===== src/rtl/ees_pkg.sv =====
// shared constants and types of the two-wire eeprom slave front end
// assumes one 200 MHz system clock and a synchronous active-low reset
package ees_pkg;

  // ****************************************
  // widths and counts
  // ****************************************
  localparam int ADDR_W = 17;
  localparam int BYTE_W = 8;
  localparam int FIFO_DEPTH = 4;
  localparam logic [3:0] BIT_ZERO = 4'h0;
  localparam logic [3:0] BIT_ACK = 4'h8;
  localparam logic [3:0] BIT_DONE = 4'h9;
  // synchroniser reset: clock and data as released high, straps and protect as pulled low
  localparam logic [4:0] SYNC_RST = 5'h18;

  // ****************************************
  // reset values
  // ****************************************
  localparam logic [ADDR_W-1:0] ADDR_RST = 17'h0_0000;
  localparam logic [BYTE_W-1:0] BYTE_RST = 8'h00;
  // device-type code of the address word; the value is arbitrary
  localparam logic [3:0] DEV_TYPE_DFLT = 4'h6;

  // ****************************************
  // types
  // ****************************************
  typedef enum logic [2:0]
  {
    ST_IDLE = 3'b000,
    ST_DEV = 3'b001,
    ST_AHI = 3'b011,
    ST_ALO = 3'b010,
    ST_WDAT = 3'b110,
    ST_RDAT = 3'b111,
    ST_WAIT = 3'b101
  } ees_state_e;

  typedef struct packed
  {
    logic [ADDR_W-1:0] addr;
    logic [BYTE_W-1:0] data;
  } ees_wr_s;

endpackage


===== src/rtl/ees_front.sv =====
// two-wire slave front end of a page-organised eeprom, plus its write fifo
// assumes the array and its programming timer sit outside on i_sys_clk
`timescale 1ns/1ps

// ****************************************
// write fifo
// ****************************************
module ees_fifo #(
  parameter int WIDTH = 25,
  parameter int DEPTH = 4
) (
  // clock and reset
  input wire logic i_sys_clk,
  input wire logic i_rst_n,
  // filling side
  input wire logic i_in_valid,
  output logic o_in_ready,
  input wire logic [WIDTH-1:0] i_in_data,
  // draining side
  output logic o_out_valid,
  input wire logic i_out_ready,
  output logic [WIDTH-1:0] o_out_data
);
  localparam int PW = $clog2(DEPTH);
  localparam logic [PW-1:0] PTR_LAST = PW'(DEPTH - 1);
  localparam logic [PW:0] CNT_FULL = (PW + 1)'(DEPTH);

  logic [WIDTH-1:0] mem_ff [DEPTH];
  logic [PW-1:0] wr_ptr_ff;
  logic [PW-1:0] rd_ptr_ff;
  logic [PW:0] cnt_ff;
  logic push;
  logic pop;

  assign push = i_in_valid && o_in_ready;
  assign pop = o_out_valid && i_out_ready;
  assign o_in_ready = (cnt_ff != CNT_FULL);
  assign o_out_valid = (cnt_ff != '0);
  assign o_out_data = mem_ff[rd_ptr_ff];

  always_ff @(posedge i_sys_clk)
  begin
    if (push)
      mem_ff[wr_ptr_ff] <= i_in_data;
  end

  always_ff @(posedge i_sys_clk)
  begin
    if (!i_rst_n)
    begin
      wr_ptr_ff <= '0;
      rd_ptr_ff <= '0;
      cnt_ff <= '0;
    end
    else
    begin
      if (push)
        wr_ptr_ff <= (wr_ptr_ff == PTR_LAST) ? '0 : wr_ptr_ff + 1'b1;
      if (pop)
        rd_ptr_ff <= (rd_ptr_ff == PTR_LAST) ? '0 : rd_ptr_ff + 1'b1;
      case ({push, pop})
        2'b10: cnt_ff <= cnt_ff + 1'b1;
        2'b01: cnt_ff <= cnt_ff - 1'b1;
        default: cnt_ff <= cnt_ff;
      endcase
    end
  end
endmodule

// ****************************************
// slave front end
// ****************************************
module ees_front #(
  parameter logic [3:0] DEV_TYPE = ees_pkg::DEV_TYPE_DFLT
) (
  // clock and reset
  input wire logic i_sys_clk,
  input wire logic i_rst_n,
  // serial bus pins
  input wire logic i_scl,
  input wire logic i_sda,
  output logic o_sda_o,
  output logic o_sda_oe,
  // straps and protection
  input wire logic i_addr_strap_low,
  input wire logic i_addr_strap_high,
  input wire logic i_wp,
  // write stream to the array
  output logic o_wr_valid,
  input wire logic i_wr_ready,
  output ees_pkg::ees_wr_s o_wr,
  // read port of the array
  output logic o_rd_req,
  output logic [ees_pkg::ADDR_W-1:0] o_rd_addr,
  input wire logic i_rd_valid,
  input wire logic [ees_pkg::BYTE_W-1:0] i_rd_data,
  // programming and power state
  output logic o_prog_start,
  input wire logic i_prog_done,
  output logic o_busy,
  output logic o_standby
);
  import ees_pkg::*;

  logic [4:0] sync1_ff;
  logic [4:0] sync2_ff;
  logic scl_d_ff;
  logic sda_d_ff;
  logic scl_s;
  logic sda_s;
  logic strap_lo_s;
  logic strap_hi_s;
  logic wp_s;
  logic scl_rise;
  logic scl_fall;
  logic start_evt;
  logic stop_evt;
  ees_state_e st_ff;
  logic [3:0] cnt_ff;
  logic [BYTE_W-1:0] shift_ff;
  logic [BYTE_W-1:0] rd_byte_ff;
  logic [ADDR_W-1:0] addr_ff;
  logic rw_ff;
  logic wrote_ff;
  logic sda_oe_ff;
  logic sda_o_ff;
  logic push_ff;
  ees_wr_s wr_ff;
  logic rd_req_ff;
  logic prog_start_ff;
  logic rd_stop_ff;
  logic nomatch_ff;
  logic busy_ff;
  logic standby_ff;
  logic fifo_ready;
  logic dev_match;

  // ****************************************
  // pin synchronisers and bus events
  // ****************************************
  // straps and protect pin are pulled low off-chip when floating
  always_ff @(posedge i_sys_clk)
  begin
    if (!i_rst_n)
    begin
      // idle-high history keeps a false clock or data edge out of the first cycles
      sync1_ff <= SYNC_RST;
      sync2_ff <= SYNC_RST;
      scl_d_ff <= 1'b1;
      sda_d_ff <= 1'b1;
    end
    else
    begin
      sync1_ff <= {i_scl, i_sda, i_addr_strap_low, i_addr_strap_high, i_wp};
      sync2_ff <= sync1_ff;
      scl_d_ff <= sync2_ff[4];
      sda_d_ff <= sync2_ff[3];
    end
  end

  assign scl_s = sync2_ff[4];
  assign sda_s = sync2_ff[3];
  assign strap_lo_s = sync2_ff[2];
  assign strap_hi_s = sync2_ff[1];
  assign wp_s = sync2_ff[0];
  assign scl_rise = scl_s && !scl_d_ff;
  assign scl_fall = !scl_s && scl_d_ff;
  // a data edge while the clock stays high is a framing event
  assign start_evt = scl_s && scl_d_ff && sda_d_ff && !sda_s;
  assign stop_evt = scl_s && scl_d_ff && !sda_d_ff && sda_s;
  assign dev_match = !busy_ff && (shift_ff[7:4] == DEV_TYPE)
    && (shift_ff[3:2] == {strap_hi_s, strap_lo_s});

  // ****************************************
  // protocol engine
  // ****************************************
  always_ff @(posedge i_sys_clk)
  begin
    if (!i_rst_n)
    begin
      st_ff <= ST_IDLE;
      cnt_ff <= BIT_ZERO;
      shift_ff <= BYTE_RST;
      addr_ff <= ADDR_RST;
      rw_ff <= 1'b0;
      wrote_ff <= 1'b0;
      sda_oe_ff <= 1'b0;
      push_ff <= 1'b0;
      wr_ff <= '0;
      rd_req_ff <= 1'b0;
      prog_start_ff <= 1'b0;
      rd_stop_ff <= 1'b0;
      nomatch_ff <= 1'b0;
    end
    else
    begin
      push_ff <= 1'b0;
      rd_req_ff <= 1'b0;
      prog_start_ff <= 1'b0;
      rd_stop_ff <= 1'b0;
      nomatch_ff <= 1'b0;
      if (start_evt)
      begin
        // a start always resynchronises, which also covers bus recovery
        st_ff <= ST_DEV;
        cnt_ff <= BIT_ZERO;
        sda_oe_ff <= 1'b0;
        wrote_ff <= 1'b0;
      end
      else if (stop_evt)
      begin
        st_ff <= ST_IDLE;
        cnt_ff <= BIT_ZERO;
        sda_oe_ff <= 1'b0;
        prog_start_ff <= wrote_ff;
        rd_stop_ff <= rw_ff && (st_ff == ST_RDAT || st_ff == ST_WAIT);
        wrote_ff <= 1'b0;
      end
      else if (st_ff != ST_IDLE && st_ff != ST_WAIT)
      begin
        if (scl_rise && cnt_ff < BIT_ACK)
        begin
          cnt_ff <= cnt_ff + 1'b1;
          if (st_ff != ST_RDAT)
            shift_ff <= {shift_ff[6:0], sda_s};
        end
        else if (scl_rise && cnt_ff == BIT_ACK && st_ff == ST_RDAT)
        begin
          // counter moves past the byte whether or not the master acks
          addr_ff <= addr_ff + 1'b1;
          cnt_ff <= BIT_DONE;
          if (sda_s)
            st_ff <= ST_WAIT;
          else
            rd_req_ff <= 1'b1;
        end
        else if (scl_fall && cnt_ff == BIT_ACK && st_ff != ST_RDAT)
        begin
          cnt_ff <= BIT_DONE;
          case (st_ff)
            ST_DEV:
            begin
              if (dev_match)
              begin
                sda_oe_ff <= 1'b1;
                rw_ff <= shift_ff[0];
                if (shift_ff[0])
                begin
                  st_ff <= ST_RDAT;
                  rd_req_ff <= 1'b1;
                end
                else
                begin
                  addr_ff[ADDR_W-1] <= shift_ff[1];
                  st_ff <= ST_AHI;
                end
              end
              else
              begin
                st_ff <= ST_IDLE;
                nomatch_ff <= 1'b1;
              end
            end
            ST_AHI:
            begin
              addr_ff[15:8] <= shift_ff;
              sda_oe_ff <= 1'b1;
              st_ff <= ST_ALO;
            end
            ST_ALO:
            begin
              addr_ff[7:0] <= shift_ff;
              sda_oe_ff <= 1'b1;
              st_ff <= ST_WDAT;
            end
            ST_WDAT:
            begin
              // a full fifo is refused by a nack instead of losing the byte
              if (!wp_s && fifo_ready)
              begin
                sda_oe_ff <= 1'b1;
                push_ff <= 1'b1;
                wr_ff <= '{addr: addr_ff, data: shift_ff};
                addr_ff[7:0] <= addr_ff[7:0] + 1'b1;
                wrote_ff <= 1'b1;
              end
              else
                st_ff <= ST_WAIT;
            end
            default: st_ff <= ST_IDLE;
          endcase
        end
        else if (scl_fall && cnt_ff == BIT_DONE)
        begin
          cnt_ff <= BIT_ZERO;
          if (st_ff == ST_RDAT)
          begin
            shift_ff <= rd_byte_ff;
            sda_oe_ff <= !rd_byte_ff[7];
          end
          else
            sda_oe_ff <= 1'b0;
        end
        else if (scl_fall && st_ff == ST_RDAT && cnt_ff != BIT_ZERO)
        begin
          shift_ff <= {shift_ff[6:0], 1'b0};
          sda_oe_ff <= (cnt_ff == BIT_ACK) ? 1'b0 : !shift_ff[6];
        end
      end
    end
  end

  // ****************************************
  // read data, power state, open-drain level
  // ****************************************
  always_ff @(posedge i_sys_clk)
  begin
    if (!i_rst_n)
      rd_byte_ff <= BYTE_RST;
    else if (i_rd_valid)
      rd_byte_ff <= i_rd_data;
  end

  always_ff @(posedge i_sys_clk)
  begin
    if (!i_rst_n)
    begin
      busy_ff <= 1'b0;
      standby_ff <= 1'b1;
      sda_o_ff <= 1'b0;
    end
    else
    begin
      sda_o_ff <= 1'b0;
      busy_ff <= prog_start_ff || (busy_ff && !i_prog_done);
      if (rd_stop_ff || nomatch_ff || (busy_ff && i_prog_done))
        standby_ff <= 1'b1;
      else if (start_evt)
        standby_ff <= 1'b0;
    end
  end

  ees_fifo #(
    .WIDTH($bits(ees_wr_s)),
    .DEPTH(FIFO_DEPTH)
  ) u_fifo (
    .i_sys_clk(i_sys_clk),
    .i_rst_n(i_rst_n),
    .i_in_valid(push_ff),
    .o_in_ready(fifo_ready),
    .i_in_data(wr_ff),
    .o_out_valid(o_wr_valid),
    .i_out_ready(i_wr_ready),
    .o_out_data(o_wr)
  );

  assign o_sda_o = sda_o_ff;
  assign o_sda_oe = sda_oe_ff;
  assign o_rd_req = rd_req_ff;
  assign o_rd_addr = addr_ff;
  assign o_prog_start = prog_start_ff;
  assign o_busy = busy_ff;
  assign o_standby = standby_ff;
endmodule


===== config.mk =====
export PLATFORM = sky130hd
export DESIGN_NAME = ees_front
export DESIGN_NICKNAME = d
export VERILOG_FILES = /design/src/rtl/ees_pkg.sv /design/src/rtl/ees_front.sv
export SDC_FILE = /design/constraint.sdc
export NUM_CORES = 1
export LEC_CHECK = 0
export ABC_CLOCK_PERIOD_IN_PS = 4700
export BUFFER_PORTS_ARGS = -buffer_cell sky130_fd_sc_hd__buf_2
export CORE_ASPECT_RATIO = 0.6
export CORE_MARGIN = 1
export CORE_UTILIZATION = 60
export CTS_BUF_LIST = sky130_fd_sc_hd__clkbuf_16
export DETAILED_ROUTE_END_ITERATION = 8
export PLACE_DENSITY = 0.79
export SLEW_MARGIN = 20
export SYNTH_ARGS = -nofsm -noshare
export SYNTH_HDL_FRONTEND = slang
export SYNTH_HIERARCHICAL = 1
export SYNTH_SLANG_ARGS = --single-unit

===== constraint.sdc =====
create_clock -name i_sys_clk -period 4.7 [get_ports i_sys_clk]
set_input_delay 0.94 -clock i_sys_clk [delete_from_list [all_inputs] [get_ports i_sys_clk]]
set_output_delay 0.94 -clock i_sys_clk [all_outputs]
set_load 0.01 [all_outputs]

==> flow_summary_export.csv <==
group,metric,value,unit
sta,fin_crit_sh,65.3,%
pwr,switchingPower,0.000733,W
clocking,clkTransAtPathRegs,0.08,ns
pwr,intPower,0.00251,W
sta,slew_viol_final,0,
clocking,cts_made_buffers,17,
drt,wl_per_cell,19.6,um
clocking,htreeDepth,4,
clocking,clockRootBuffer,"clkbuf_16",
sta,grt_setup_unrepaired,"no",
clocking,cts_tree,"built",
floorplan,fp.dieH,92.5,um
global_routing,grt_pass1_vias,5437,
layout,layoutNonFillerInstCount,918,
synthesis,syn_avg_cell_area,12.0,um2
sta,fin_crit,3.07,ns
flow_run,max_cap_violations,0,
critical_path,max_stage_delay,0.91,ns
sta,setup_tns,0,ns
layout,nets,764,
run_status,status,"finished, final reports clean",
global_routing,grt_max_degree,46,
pwr,clkPwrFrac,42.9,%
drt,routed_wl,17.9,mm
pwr,swShare,22.6,%
placement,dp.cells,886,
synthesis,ys_seq_elements,196,
global_routing,grtUsageTotal,26.9,%
layout,layout_common_cells,"103 x nand2_1, 100 x edfxtp_1, 94 x dfxtp_1",
critical_path,path_delay_family,"flip-flops",
critical_path,crit_buf_inv,1,
drt,drt_first_pass_iters,5,
placement,gp_congestion,0.915,
drt,drt_iter0_markers,582,
drt,num_vias,5699,
synthesis,seq_area_frac_synth,60.1,%
synthesis,yosys_warnings,6,
layout,mostFrequentLayoutCell,"nand2_1",
sta,clock.fmax,326,MHz
clocking,cts_resized,0,
placement,pre_cts_ws,1.99,ns
clocking,cts_setup_buffers,0,
floorplan,start_util,62.6,%
sta,finClkSkew,0.0160,ns
pwr,power_density,354,nW/um2
synthesis,synth_cell_types,78,
floorplan,placement_rows,32,
sta,finalWorstSetupSlack,1.63,ns
global_routing,antenna_found_initial,0,
sta,hold_viol,0,
pwr,p_comb_share,1.7,%
pwr,power_frac_seq,55.4,%
clocking,clock_sink_count,196,
global_routing,grt_pass1_wl,28.5,mm
pwr,power_leakage,3.14,nW
critical_path,cpMaxStageDelayCell,"dfxtp_2",
synthesis,netlist_area,8200,um2
sta,relSlewSlack,33.0,%
min_path,hold_class,"flop to flop",
pwr,vdd_drop_max,0.220,mV
placement,dp_hpwl,12.1,mm
critical_path,worst_setup_path_start_kind,"flop",
critical_path,crit_required,3.76,ns
clocking,clk_path_buf_depth,2,
synthesis,ys.flop_type,"edfxtp_1",
layout,final_util,70.0,%
critical_path,crit_fanout,25,
floorplan,dieArea,14100,um2
floorplan,core,13100,um2
layout,fillers,895,
synthesis,synth-async-reset-ratio,0,%
clocking,worstSkewPairLatency,0.44,ns
drt,drc,0,
synthesis,synth_edf_count,100,
global_routing,overflow,0,
critical_path,crit_type,"flop to primary output",
clocking,holdBufCountCts,0,
sta,tightest_slew,1.01,ns
layout,areaGrowthSynthToFinish,11.7,%
drt,via_per_inst,6.21,
critical_path,worstPathArrival,2.13,ns
sta,hold-worst-slack,0.402,ns
synthesis,syn_inst,686,
placement,port_buffers,65,
floorplan,die_x,153,um
layout,drive_above_1_share,19.8,%
synthesis,synth_fp_nets,715,
layout,n_antenna_cell,0,
sta,setup_viol,0,
floorplan,io_pins,67,
critical_path,endpoint_kind,"primary output",
critical_path,crit_chain,"mux4_2, buf_2",
drt,ant_nets,0,
## area by class of cell
type,count,area (um2),area share (%)
clock buffer,17,425,4.64
tap,170,213,2.32
timing repair buffer,70,363,3.96
inverter,16,60.1,0.656
multi-input combinational,434,3030,33.1
clock inverter,15,141,1.54
sequential,196,4930,53.8
## stage by stage
step | area (um2) | power (W)
floorplan | 8200 | 0.00187
global placement | 8590 | 0.00189
detailed placement | 8590 | 0.00189
CTS | 9150 | 0.00324
global route | 9160 | 0.00332
finish | 9160 | 0.00324
## registers in the layout, summed over array words and instances (netlist names), 4 cells and up, named ones only
name	cells
o_rd_addr	17
sync2_ff	5
sync1_ff	5
cnt_ff	4
u_fifo/mem_ff	100
rd_byte_ff	8
shift_ff	8
wr_ff	25
## layer usage
metal	up-vias	GRT usage [%]	part of all wire (%)
met2	285	41.2	45
li1	2625	-	-
met5	-	0	0
met1	2762	37.0	44
met3	27	7.39	9.3
met4	0	9.60	1.4
## logic make-up (layout without fill, tap and decap cells)
kind of cell,Yosys count,in the layout,share of synthesized area [%]
XOR/XNOR,7,7,0.748
flip-flops,196,196,60.1
AND/OR/NAND/NOR,250,250,15.4
adder cells (fa/ha/maj),11,11,1.77
other,1,1,0.0457
multiplexers,39,39,8.58
buffers and inverters,56,118,3.04
AO/OA/AOI/OAI,126,126,10.4
## path summary, 6_finish.rpt
path	startpoint	slack, ns	to	cells after the start
worst max-delay path	flop	1.63	o_wr[12]	2
worst min-delay path	sync1_ff[4]$_SDFF_PN1_	0.40	sync2_ff[4]$_SDFF_PN1_	1
worst max register to register	st_ff[2]$_SDFFE_PP0P_	1.87	o_rd_addr[2]$_SDFFE_PN0P_	5
worst min register to register	sync1_ff[4]$_SDFF_PN1_	0.40	sync2_ff[4]$_SDFF_PN1_	1
## worst reg2reg max path, stage by stage (launching register included)
cell and delay, ns:
dfxtp_1 0.62, nand3_1 0.33, mux2i_1 0.40, nor4_4 0.86, o21ai_0 0.21, a32o_1 0.31
## power by group through the flow
| stage | clock (W) | combinational (W) | sequential (W) |
|---|---|---|---|
| after detailed placement | 0 | 0.0000542 | 0.00183 |
| after global placement | 0 | 0.0000525 | 0.00183 |
| final | 0.00139 | 0.0000544 | 0.00180 |
| after CTS | 0.00139 | 0.0000543 | 0.00180 |
| after global routing | 0.00147 | 0.0000600 | 0.00180 |
| after floorplan | 0 | 0.0000391 | 0.00183 |
## synthesized netlist by cell type (all sizes together) (3+ instances only)
cell	count	area, um2
nand2	103	387
edfxtp	100	3000
dfxtp	96	1920
a21oi	47	235
nor2	39	146
clkbuf	25	95.1
mux4	25	563
o21ai	22	110
inv	16	60.1
buf	15	93.8
nand3	15	75.1
and2	14	90.1
mux2i	14	140
nor3	13	70.1
ha	10	125
nand2b	10	62.6
a311oi	9	78.8
nor4	8	65.1
or3	8	57.6
o21a	7	52.6
and3	6	41.3
nand4	6	37.5
nor2b	6	37.5
xor2	5	43.8
a211oi	4	30.0
a2111oi	3	51.3
a21boi	3	22.5
a31oi	3	18.8
a32o	3	30.0
and3b	3	26.3
nand3b	3	22.5
nor3b	3	27.5
o22ai	3	18.8
o31ai	3	22.5
or4	3	26.3
Note: power is estimated with default switching activity, not from simulation.
